$ cat config.mk
export PLATFORM = sky130hd
export DESIGN_NAME = cspt_core
export DESIGN_NICKNAME = d
export VERILOG_FILES = /design/src/logic/cspt_pkg.sv /design/src/logic/cspt_tick_if.sv /design/src/logic/cspt_core.sv /design/src/logic/cspt_prescale.sv
export SDC_FILE = /design/constraint.sdc
export NUM_CORES = 2
export LEC_CHECK = 0
export ABC_AREA = 1
export BUFFER_PORTS_ARGS = -buffer_cell sky130_fd_sc_hd__buf_2
export CAP_MARGIN = 20
export CELL_PAD_IN_SITES_DETAIL_PLACEMENT = 2
export CELL_PAD_IN_SITES_GLOBAL_PLACEMENT = 2
export CORE_UTILIZATION = 37
export DETAILED_ROUTE_END_ITERATION = 7
export PLACE_DENSITY_LB_ADDON = 0.2
export SLEW_MARGIN = 20
export SYNTH_ARGS = -nofsm -noshare
export SYNTH_HDL_FRONTEND = slang
export SYNTH_HIERARCHICAL = 1
export SYNTH_SLANG_ARGS = --single-unit
$ cat constraint.sdc
create_clock -name clk_sys_in -period 4.8 [get_ports clk_sys_in]
set_input_delay 0.72 -clock clk_sys_in [delete_from_list [all_inputs] [get_ports clk_sys_in]]
set_output_delay 0.72 -clock clk_sys_in [all_outputs]
set_load 0.02 [all_outputs]
$ cat src/logic/cspt_pkg.sv
// shared constants and types of the core pointer and timing block
package cspt_pkg;
	// peripheral register addresses
	localparam logic [7:0] PR_BASE = 8'h80;
	localparam logic [7:0] PR_SP = 8'h81;
	localparam logic [7:0] PR_DPL = 8'h82;
	localparam logic [7:0] PR_DPH = 8'h83;
	localparam logic [7:0] PR_DPL1 = 8'h84;
	localparam logic [7:0] PR_DPH1 = 8'h85;
	localparam logic [7:0] PR_DPC = 8'h86;
	localparam logic [7:0] PR_TCLK = 8'h8E;
	// data_pointer_control fields
	localparam int DPC_SEL = 0;
	localparam int DPC_STEP = 4;
	localparam int DPC_TOGGLE = 5;
	localparam int DPC_DIR0 = 6;
	localparam int DPC_DIR1 = 7;
	localparam logic [7:0] DPC_WMASK = 8'hF1;
	// timer clock control: bit TCLK_FAST0 + n makes timer n fast
	localparam int TCLK_FAST0 = 3;
	localparam logic [7:0] TCLK_WMASK = 8'h38;
	// reset values
	localparam logic [7:0] SP_RST = 8'h07;
	localparam logic [7:0] DPC_RST = 8'h00;
	localparam logic [7:0] TCLK_RST = 8'h00;
	localparam logic [15:0] DP_RST = 16'h0000;
	localparam logic [7:0] PR_RST = 8'h00;
	// timing
	localparam int TIMER_DIV = 12;
	localparam int NUM_TIMERS = 3;
	localparam logic [1:0] XMOVE_CYCLES = 2'h2;
	localparam logic [1:0] MOVDD_CYCLES = 2'h3;
	// instruction kinds on the instruction port
	localparam logic [3:0] OP_DIR_RD = 4'h0;
	localparam logic [3:0] OP_DIR_WR = 4'h1;
	localparam logic [3:0] OP_BIT_RD = 4'h2;
	localparam logic [3:0] OP_BIT_SET = 4'h3;
	localparam logic [3:0] OP_BIT_CLR = 4'h4;
	localparam logic [3:0] OP_IND_RD = 4'h5;
	localparam logic [3:0] OP_IND_WR = 4'h6;
	localparam logic [3:0] OP_XMOVE_RD = 4'h7;
	localparam logic [3:0] OP_XMOVE_WR = 4'h8;
	localparam logic [3:0] OP_PUSH = 4'h9;
	localparam logic [3:0] OP_POP = 4'hA;
	localparam logic [3:0] OP_MOV_DD = 4'hB;
	localparam logic [3:0] OP_NOP = 4'hC;
	// bus map: byte address = 4 * index
	localparam logic [9:0] IDX_STATUS = 10'h000;
	localparam logic [1:0] RESP_OKAY = 2'h0;
	localparam logic [1:0] RESP_SLVERR = 2'h2;
	typedef enum logic {CSPT_IDLE, CSPT_BUSY} cspt_state_type;
endpackage

$ cat src/logic/cspt_tick_if.sv
// timer rate selection and timer advance pulses
`timescale 1ns/100ps
interface cspt_tick_if #(parameter int N = 3);
	logic [N-1:0] fast;
	logic [N-1:0] tick;
	modport core (output fast, input tick);
	modport presc (input fast, output tick);
endinterface

$ cat src/logic/cspt_core.sv
// core peripheral register space, dual data pointers, stack and timing
// Function
// one machine cycle lasts exactly one oscillator clock
// no dummy cycles: every busy cycle fetches or executes
// timers advance every 12 clocks after reset, each selectable per clock
// an instruction takes one cycle per byte plus one execute cycle; the code gives a 3-byte instruction three cycles, not four
// external data move takes two cycles, direct-to-direct move three
// bit and byte operations change only their target, as legacy
// register space 80h-FFh reachable only by direct addressing
// registers with address low nibble 0h or 8h allow bit access
// two 16-bit data pointers; active one addresses external moves
// bit 0 of data_pointer_control selects the active pointer
// toggle enable bit 5 flips the selection after each external move
// auto update steps the active pointer up or down after a move
// stack pointer holds last used scratchpad location, freely loadable
// push increments then writes; pop reads then decrements
//
// The register addresses and register access over AXI4-Lite are this design's own decisions.
`timescale 1ns/100ps
module cspt_core import cspt_pkg::*; #(
	parameter int DIV = TIMER_DIV
) (
	input wire logic clk_sys_in,
	input wire logic nrst_in,
	input wire logic [11:0] s_axi_awaddr,
	input wire logic s_axi_awvalid,
	output logic s_axi_awready,
	input wire logic [31:0] s_axi_wdata,
	input wire logic [3:0] s_axi_wstrb,
	input wire logic s_axi_wvalid,
	output logic s_axi_wready,
	output logic [1:0] s_axi_bresp,
	output logic s_axi_bvalid,
	input wire logic s_axi_bready,
	input wire logic [11:0] s_axi_araddr,
	input wire logic s_axi_arvalid,
	output logic s_axi_arready,
	output logic [31:0] s_axi_rdata,
	output logic [1:0] s_axi_rresp,
	output logic s_axi_rvalid,
	input wire logic s_axi_rready,
	input wire logic ins_valid_in,
	input wire logic [3:0] ins_op_in,
	input wire logic [1:0] ins_len_in,
	input wire logic [7:0] ins_addr_in,
	input wire logic [7:0] ins_src_in,
	input wire logic [2:0] ins_bit_in,
	input wire logic [7:0] ins_data_in,
	output logic ins_ready_out,
	output logic ins_done_out,
	output logic [7:0] ins_rdata_out,
	output logic [7:0] ram_addr_out,
	output logic ram_we_out,
	output logic [7:0] ram_wdata_out,
	input wire logic [7:0] ram_rdata_in,
	output logic [15:0] xaddr_out,
	output logic xrd_out,
	output logic xwr_out,
	output logic [7:0] xwdata_out,
	input wire logic [7:0] xrdata_in,
	output logic [NUM_TIMERS-1:0] timer_tick_out
);
	cspt_tick_if #(.N(NUM_TIMERS)) tk ();

	cspt_prescale #(.DIV(DIV), .N(NUM_TIMERS)) u_presc (
		.clk_sys_in(clk_sys_in),
		.nrst_in(nrst_in),
		.tk(tk)
	);

	// register state
	logic [7:0] sp_q;
	logic [7:0] sp_d;
	logic [15:0] dp_q [2];
	logic [15:0] dp_d [2];
	logic [7:0] dpc_q;
	logic [7:0] dpc_d;
	logic [7:0] tclk_q;
	logic [7:0] preg_q [128];
	logic err_q;
	logic [23:0] cyc_q;

	// sequencer state
	cspt_state_type st_q;
	logic [1:0] cnt_q;
	logic [3:0] op_q;
	logic [7:0] addr_q;
	logic [7:0] src_q;
	logic [2:0] bit_q;
	logic [7:0] data_q;
	logic [7:0] tmp_q;

	// bus state
	logic aw_hold_q;
	logic w_hold_q;
	logic [9:0] awidx_q;
	logic [7:0] wbyte_q;
	logic wlane_q;
	logic bvalid_q;
	logic [1:0] bresp_q;
	logic rvalid_q;
	logic [31:0] rdata_q;
	logic [1:0] rresp_q;

	function automatic logic is_dedicated(input logic [7:0] a);
		is_dedicated = (a == PR_SP) || (a == PR_DPL) || (a == PR_DPH)
			|| (a == PR_DPL1) || (a == PR_DPH1) || (a == PR_DPC)
			|| (a == PR_TCLK);
	endfunction

	// register space read, shared by the bus and the core
	function automatic logic [7:0] preg_read(input logic [7:0] a);
		if (a == PR_SP)
			preg_read = sp_q;
		else if (a == PR_DPL)
			preg_read = dp_q[0][7:0];
		else if (a == PR_DPH)
			preg_read = dp_q[0][15:8];
		else if (a == PR_DPL1)
			preg_read = dp_q[1][7:0];
		else if (a == PR_DPH1)
			preg_read = dp_q[1][15:8];
		else if (a == PR_DPC)
			preg_read = dpc_q;
		else if (a == PR_TCLK)
			preg_read = tclk_q;
		else
			preg_read = preg_q[a[6:0]];
	endfunction

	function automatic logic [1:0] op_cycles(input logic [3:0] op,
		input logic [1:0] len);
		if (op == OP_XMOVE_RD || op == OP_XMOVE_WR)
			op_cycles = XMOVE_CYCLES;
		else if (op == OP_MOV_DD)
			op_cycles = MOVDD_CYCLES;
		else if (len == 2'h0 || len == 2'h3)
			op_cycles = 2'h3;
		else
			op_cycles = len + 2'h1;
	endfunction

	// instruction port
	wire busy = (st_q == CSPT_BUSY);
	wire take = !busy && ins_valid_in;
	wire exec = busy && (cnt_q == 2'h0);
	wire [1:0] take_cnt = op_cycles(ins_op_in, ins_len_in) - 2'h1;
	assign ins_ready_out = !busy;

	// direct addresses at 80h and above go to registers, indirect never
	wire tgt_preg = addr_q[7];
	wire bitable = !tgt_preg || (addr_q[3:0] == 4'h0)
		|| (addr_q[3:0] == 4'h8);
	wire [7:0] tgt_val = tgt_preg ? preg_read(addr_q) : ram_rdata_in;
	wire [7:0] src_val = src_q[7] ? preg_read(src_q) : ram_rdata_in;
	wire is_bitop = (op_q == OP_BIT_RD) || (op_q == OP_BIT_SET)
		|| (op_q == OP_BIT_CLR);
	wire bit_now = tgt_val[bit_q];

	// read-modify-write keeps every other bit untouched
	logic [7:0] bit_mask;
	logic [7:0] bit_val;
	assign bit_mask = 8'h01 << bit_q;
	assign bit_val = (op_q == OP_BIT_SET) ? (tgt_val | bit_mask)
		: (tgt_val & ~bit_mask);

	wire set_clr = (op_q == OP_BIT_SET) || (op_q == OP_BIT_CLR);
	wire direct_wr = (op_q == OP_DIR_WR) || (op_q == OP_MOV_DD)
		|| (set_clr && bitable);
	logic [7:0] core_wval;
	assign core_wval = (op_q == OP_DIR_WR) ? data_q
		: (op_q == OP_MOV_DD) ? tmp_q
		: (op_q == OP_POP) ? ram_rdata_in : bit_val;

	wire core_preg_we = exec && tgt_preg
		&& (direct_wr || (op_q == OP_POP));
	wire [7:0] core_preg_a = addr_q;

	// scratchpad port; indirect access above 7Fh stays in scratchpad
	assign ram_we_out = exec && ((direct_wr && !tgt_preg)
		|| (op_q == OP_IND_WR) || (op_q == OP_PUSH));
	assign ram_wdata_out = ((op_q == OP_IND_WR) || (op_q == OP_PUSH))
		? data_q : core_wval;

	// external data move through the active pointer
	wire sel = dpc_q[DPC_SEL];
	assign xrd_out = exec && (op_q == OP_XMOVE_RD);
	assign xwr_out = exec && (op_q == OP_XMOVE_WR);
	assign xwdata_out = data_q;
	wire external_data_move_done = xrd_out || xwr_out;
	wire step_down = sel ? dpc_q[DPC_DIR1] : dpc_q[DPC_DIR0];
	wire [15:0] dp_step = step_down ? dp_q[sel] - 16'h0001
		: dp_q[sel] + 16'h0001;

	// bus decode
	wire [9:0] aw_idx = s_axi_awaddr[11:2];
	wire [9:0] ar_idx = s_axi_araddr[11:2];
	assign s_axi_awready = !aw_hold_q && !bvalid_q;
	assign s_axi_wready = !w_hold_q && !bvalid_q;
	assign s_axi_arready = !rvalid_q;
	assign s_axi_bvalid = bvalid_q;
	assign s_axi_bresp = bresp_q;
	assign s_axi_rvalid = rvalid_q;
	assign s_axi_rdata = rdata_q;
	assign s_axi_rresp = rresp_q;
	wire wr_go = aw_hold_q && w_hold_q && !bvalid_q;
	wire aw_preg = (awidx_q[9:7] == 3'h1);
	wire ar_preg = (ar_idx[9:7] == 3'h1);
	wire ar_stat = (ar_idx == IDX_STATUS);
	wire aw_ok = aw_preg || (awidx_q == IDX_STATUS);
	wire bus_we = wr_go && aw_preg && wlane_q;
	wire [7:0] bus_a = {1'b1, awidx_q[6:0]};
	wire [31:0] ar_val = ar_preg ? {24'h000000, preg_read({1'b1, ar_idx[6:0]})}
		: {cyc_q, 7'h00, err_q};

	// byte write merge: core wins over the bus on the same location
	function automatic logic [7:0] merged(input logic [7:0] a,
		input logic [7:0] cur);
		merged = cur;
		if (bus_we && bus_a == a)
			merged = wbyte_q;
		if (core_preg_we && core_preg_a == a)
			merged = core_wval;
	endfunction

	always_comb begin
		sp_d = merged(PR_SP, sp_q);
		dp_d[0] = {merged(PR_DPH, dp_q[0][15:8]),
			merged(PR_DPL, dp_q[0][7:0])};
		dp_d[1] = {merged(PR_DPH1, dp_q[1][15:8]),
			merged(PR_DPL1, dp_q[1][7:0])};
		dpc_d = merged(PR_DPC, dpc_q) & DPC_WMASK;
		if (exec && op_q == OP_PUSH)
			sp_d = sp_q + 8'h01;
		if (exec && op_q == OP_POP)
			sp_d = sp_q - 8'h01;
		if (external_data_move_done && dpc_q[DPC_STEP])
			dp_d[sel] = dp_step;
		if (external_data_move_done && dpc_q[DPC_TOGGLE])
			dpc_d[DPC_SEL] = !sel;
	end

	assign tk.fast = tclk_q[TCLK_FAST0 +: NUM_TIMERS];
	assign timer_tick_out = tk.tick;

	always_ff @(posedge clk_sys_in or negedge nrst_in) begin
		if (!nrst_in) begin
			sp_q <= SP_RST;
			dp_q[0] <= DP_RST;
			dp_q[1] <= DP_RST;
			dpc_q <= DPC_RST;
			tclk_q <= TCLK_RST;
		end else begin
			sp_q <= sp_d;
			dp_q[0] <= dp_d[0];
			dp_q[1] <= dp_d[1];
			dpc_q <= dpc_d;
			tclk_q <= merged(PR_TCLK, tclk_q) & TCLK_WMASK;
		end
	end

	// plain register space, only locations without dedicated logic
	always_ff @(posedge clk_sys_in or negedge nrst_in) begin
		if (!nrst_in) begin
			for (int i = 0; i < 128; i++)
				preg_q[i] <= PR_RST;
		end else if (core_preg_we && !is_dedicated(core_preg_a)) begin
			preg_q[core_preg_a[6:0]] <= core_wval;
		end else if (bus_we && !is_dedicated(bus_a)) begin
			preg_q[bus_a[6:0]] <= wbyte_q;
		end
	end

	// sequencer: one state step per clock, so one machine cycle per clock
	always_ff @(posedge clk_sys_in or negedge nrst_in) begin
		if (!nrst_in) begin
			st_q <= CSPT_IDLE;
			cnt_q <= 2'h0;
			op_q <= OP_NOP;
			addr_q <= 8'h00;
			src_q <= 8'h00;
			bit_q <= 3'h0;
			data_q <= 8'h00;
		end else if (take) begin
			st_q <= CSPT_BUSY;
			cnt_q <= take_cnt;
			op_q <= ins_op_in;
			addr_q <= ins_addr_in;
			src_q <= ins_src_in;
			bit_q <= ins_bit_in;
			data_q <= ins_data_in;
		end else if (busy) begin
			cnt_q <= cnt_q - 2'h1;
			if (exec)
				st_q <= CSPT_IDLE;
		end
	end

	// scratchpad address, source capture and pointer address latch
	always_ff @(posedge clk_sys_in or negedge nrst_in) begin
		if (!nrst_in) begin
			ram_addr_out <= 8'h00;
			tmp_q <= 8'h00;
			xaddr_out <= 16'h0000;
		end else if (take) begin
			if (ins_op_in == OP_PUSH)
				ram_addr_out <= sp_d + 8'h01;
			else if (ins_op_in == OP_POP)
				ram_addr_out <= sp_d;
			else if (ins_op_in == OP_MOV_DD)
				ram_addr_out <= ins_src_in;
			else
				ram_addr_out <= ins_addr_in;
			xaddr_out <= dp_d[dpc_d[DPC_SEL]];
		end else if (busy && op_q == OP_MOV_DD && cnt_q == 2'h1) begin
			tmp_q <= src_val;
			ram_addr_out <= addr_q;
		end
	end

	// results, cycle counter and refused bit access
	always_ff @(posedge clk_sys_in or negedge nrst_in) begin
		if (!nrst_in) begin
			ins_done_out <= 1'b0;
			ins_rdata_out <= 8'h00;
			err_q <= 1'b0;
			cyc_q <= 24'h000000;
		end else begin
			ins_done_out <= exec;
			if (busy)
				cyc_q <= cyc_q + 24'h000001;
			if (exec && is_bitop)
				err_q <= !bitable;
			if (exec && op_q == OP_DIR_RD)
				ins_rdata_out <= tgt_val;
			else if (exec && op_q == OP_BIT_RD)
				ins_rdata_out <= {7'h00, bit_now & bitable};
			else if (exec && (op_q == OP_IND_RD || op_q == OP_POP))
				ins_rdata_out <= ram_rdata_in;
			else if (xrd_out)
				ins_rdata_out <= xrdata_in;
		end
	end

	// bus write channel: address and data held until both are in
	always_ff @(posedge clk_sys_in or negedge nrst_in) begin
		if (!nrst_in) begin
			aw_hold_q <= 1'b0;
			w_hold_q <= 1'b0;
			awidx_q <= 10'h000;
			wbyte_q <= 8'h00;
			wlane_q <= 1'b0;
			bvalid_q <= 1'b0;
			bresp_q <= RESP_OKAY;
		end else begin
			if (s_axi_awvalid && s_axi_awready) begin
				aw_hold_q <= 1'b1;
				awidx_q <= aw_idx;
			end
			if (s_axi_wvalid && s_axi_wready) begin
				w_hold_q <= 1'b1;
				wbyte_q <= s_axi_wdata[7:0];
				wlane_q <= s_axi_wstrb[0];
			end
			if (wr_go) begin
				aw_hold_q <= 1'b0;
				w_hold_q <= 1'b0;
				bvalid_q <= 1'b1;
				bresp_q <= aw_ok ? RESP_OKAY : RESP_SLVERR;
			end else if (bvalid_q && s_axi_bready) begin
				bvalid_q <= 1'b0;
			end
		end
	end

	// bus read channel: answer one cycle after the address
	always_ff @(posedge clk_sys_in or negedge nrst_in) begin
		if (!nrst_in) begin
			rvalid_q <= 1'b0;
			rdata_q <= 32'h00000000;
			rresp_q <= RESP_OKAY;
		end else if (s_axi_arvalid && s_axi_arready) begin
			rvalid_q <= 1'b1;
			rdata_q <= (ar_preg || ar_stat) ? ar_val : 32'h00000000;
			rresp_q <= (ar_preg || ar_stat) ? RESP_OKAY : RESP_SLVERR;
		end else if (rvalid_q && s_axi_rready) begin
			rvalid_q <= 1'b0;
		end
	end
endmodule

$ cat src/logic/cspt_prescale.sv
// timer advance prescaler: divide by DIV unless a timer is set fast
`timescale 1ns/100ps
module cspt_prescale import cspt_pkg::*; #(
	parameter int DIV = TIMER_DIV,
	parameter int N = NUM_TIMERS
) (
	input wire logic clk_sys_in,
	input wire logic nrst_in,
	cspt_tick_if.presc tk
);
	localparam int CW = $clog2(DIV);
	localparam logic [CW-1:0] LAST = CW'(DIV - 1);

	// checked while elaborating, so a bad divider never reaches a run
	if (DIV < 2 || N < 1) begin : g_bad_param
		$error("prescale needs DIV >= 2 and N >= 1");
	end

	logic [CW-1:0] cnt_q;
	logic [CW-1:0] cnt_d;
	logic slow_q;
	wire wrap = (cnt_q == LAST);

	assign cnt_d = wrap ? '0 : cnt_q + CW'(1);
	// slow pulse: one clock in DIV, the legacy-compatible default
	assign tk.tick = tk.fast | {N{slow_q}};

	always_ff @(posedge clk_sys_in or negedge nrst_in) begin
		if (!nrst_in) begin
			cnt_q <= '0;
			slow_q <= 1'b0;
		end else begin
			cnt_q <= cnt_d;
			slow_q <= wrap;
		end
	end
endmodule

==> out/metrics.yaml <==
logic_synthesis:
  yosysTopAreaCellShare: 0.360
  synth_area_leaders: "dfrtp_1 (36%), nand2_1 (11%), a22oi_1 (8.3%)"
  ys_ff_latch: 1234
  yosysMostFrequentCell: "nand2_1"
  avgSynthCellArea_um2: 7.17
  yosys.area.top_type: "dfrtp_1"
  synthCells: 11900
  ys_async_sr_fraction: 1.00
  synth_enable_flop_cells: 0
  syn_area_um2: 85300
  ys_types: 68
  ys_seq_area_frac: 0.362
  synth_ff_type: "dfrtp_1"
  yosys-top-cells-count: "nand2_1 (2,484), dfrtp_1 (1,229), a21oi_1 (1,153)"
  ys_warn_count: 6
global_route:
  grt_pass1_wl_um: 850000
  antenna_found_initial: 56
  grt_remaining_overflow: 0
  grt_pass1_vias: 113000
  track_usage: 0.509
  grt_start_max_net_pins: 106
timing:
  finalClockSkew_ps: 38.3
  post-route-period-util: 1.11
  fin_ws_ps: -511
  tightest_slew_ps: 1240
  fmax_ghz: 0.188
  rsz0062_at_grt: "true"
  slew_violations: 0
  hold-worst-slack_ps: 26.5
  min_period_ps: 5310
  max-slew-margin-rel: 0.175
  finalSetupViolCount: 14
  finalSetupTns_ps: -3860
  hold_viol_final: 0
layout:
  fin_nets: 12500
  stdcell_count: 15600
  drive_gt1_frac: 0.175
  area_growth_pct: 22.8
worst_setup_path:
  rr_startpoint: "addr_q[1]"
  r2r_slack_ps: -50
  slowest_delay_ps: 540
  path_buf_inv: 11
  startpoint_type: "flip-flop"
  crit_family: "simple AND/OR/NAND/NOR gates"
  cp_slowest_cell: "dfrtp_4"
  cpMostUsedCell: "nand2_2"
  crit_arrival_ps: 4590
  path_max_fanout: 7
  r2r_end: "ram_addr_out[7]"
  ff2ff_path_depth: 39
  crit_required_ps: 4080
  end_kind: "output port"
  path_class: "reg -> out"
power:
  irDropWorstVdd_v: 0.00104
  leakage_nw: 46.2
  pwr_density_cell_nw_per_um2: 806
clock_tree:
  clockBufferDepth: 3
  cts-root-buf: "clkbuf_16"
  clkTransAtPathRegs_ps: 60
  clk_latency_ps: 890
  cts_made_buffers: 163
  htree_levels: 4
  cts_tree: "built"
  clock-sinks: 1234
detailed_routing:
  drtPass1Iterations: 8
  drt_iter0_markers: 15300
  via_per_inst: 7.03
  wl_per_cell_um: 39.6
  route.detailed.drc: 15
  ant_nets: 0
  vias: 109000
  wl_um: 616000
die:
  die-height_um: 482
  die_x_um: 482
  top_level_ports: 214
  floorplan.core_area_um2: 228000
  rows: 175
  start_util: 0.374
  die_area_um2: 233000
place:
  hpwl_um: 421000
  port_buffers: 180
  placedCellCount: 15100
  place_congestion: 1.04
hold_path:
  min-delay-path-class: "in -> reg"
  hp-start: "s_axi_rready"
  hold_end: "s_axi_rvalid"
  hold_depth: 2
outcome:
  status: "complete, but fails checks"
  violations: "DRC, setup timing"
run:
  maxCapViolations: 0
[state kept, by name (all words and copies together), names as in the netlist, 10 cells and up]
| name | count |
|---|---|
| dp_q | 32 |
| preg_q | 1024 |
| cyc_q | 24 |
| awidx_q | 10 |
| xaddr_out | 16 |
| s_axi_rdata | 32 |
[worst reg2reg max path: cells and delay by family (launching register included)]
family / cells / cell delay (ps)
AOI/OAI and AO/OA: 2 / 140
buffers and inverters: 10 / 1470
DFF: 1 / 560
and+or+nand+nor: 27 / 2650
[routing by layer]
metal	vias up	share of wire	track usage
met5	-	0.00033	0
met4	34	0.092	0.399
met3	2689	0.12	0.168
met2	8034	0.41	0.735
met1	56100	0.37	0.622
li1	42700	-	-
[power by group]
part           leakage, nW  switching, mW  internal, mW
Combinational         30.7           40.0          15.5
Sequential            12.8           2.64          12.6
Clock                 2.80           5.69          7.99
Total                 46.2           48.3          36.1
[cells by family after synthesis]
group / Yosys count / share of synthesized area
other cells: 1 / 0.0000439
compound gates: 4304 / 0.323
simple gates: 4110 / 0.200
xor+xnor: 40 / 0.00411
fa+ha+maj: 23 / 0.00346
flops: 1234 / 0.362
mux: 5 / 0.000645
buf+inv: 2183 / 0.106
[area by class of cell]
cell class	instances	area, um2
clock buffer	246	4890
antenna	30	75.1
fill	26000	124000
sequential	1234	30900
clock inverter	54	822
timing repair buffer	1287	12700
tap	3009	3760
multi-input combinational	8484	46900
inverter	1218	4680
[repair_timing]
item | in CTS | in global routing
endpoints found under the hold margin | 63 | 0
pin swaps | 94 | 29
hold buffers | 1 | 0
buffers inserted | 72 | 32
gates cloned | 7 | 10
endpoints found under the setup margin | 210 | 238
resized for setup | 338 | 130
[stage by stage]
stage | setup WS (ps) | utilization | total power, mW | cell area [um2]
2_1_floorplan | 663 | - | 35.2 | 85300
3_3_place_gp | -156 | 0.419 | 60.9 | 95800
3_5_place_dp | -213 | 0.419 | 62.1 | 95800
4_1_cts | -328 | 0.454 | 78.5 | 104000
5_1_grt | -580 | 0.459 | 84.1 | 105000
6_report | -511 | 0.459 | 84.4 | 105000
[worst max-delay path by stage]
| stage | slack [ps] | cells after the start | endpoint | from |
|---|---|---|---|---|
| 4_1_cts | -330 | 29 | ram_wdata_out[5] | addr_q[0] |
| 3_5_place_dp | -210 | 30 | xaddr_out[6] | addr_q[0] |
| 2_1_floorplan | 660 | 19 | xaddr_out[14] | dpc_q[0] |
| 3_3_place_gp | -160 | 27 | ram_wdata_out[6] | addr_q[0] |
| 6_report | -510 | 32 | ram_wdata_out[6] | addr_q[0] |
| 5_1_grt | -580 | 32 | ram_wdata_out[6] | addr_q[0] |
[placed cells by master (no fill, tap or decap), types with 39 or more instances in the layout]
cell / count
o2111ai_1: 43
buf_4: 815
o21ai_2: 53
a21oi_1: 1138
buf_12: 219
buf_2: 171
o21ai_0: 733
clkbuf_8: 40
o21ai_1: 43
a221oi_1: 116
clkbuf_16: 177
clkbuf_1: 39
nor2_2: 111
a2bb2oi_1: 129
nand2_1: 2380
buf_6: 44
o211ai_1: 63
nand4_1: 120
a22oi_1: 936
dfrtp_1: 1215
nand3_1: 304
o22ai_1: 548
o22ai_2: 40
nand3_2: 51
inv_1: 1114
inv_2: 66
a31oi_1: 122
o221ai_1: 208
nand2_2: 82
nor2_1: 875
nor2_4: 79
(Power assumes the default switching activity.)
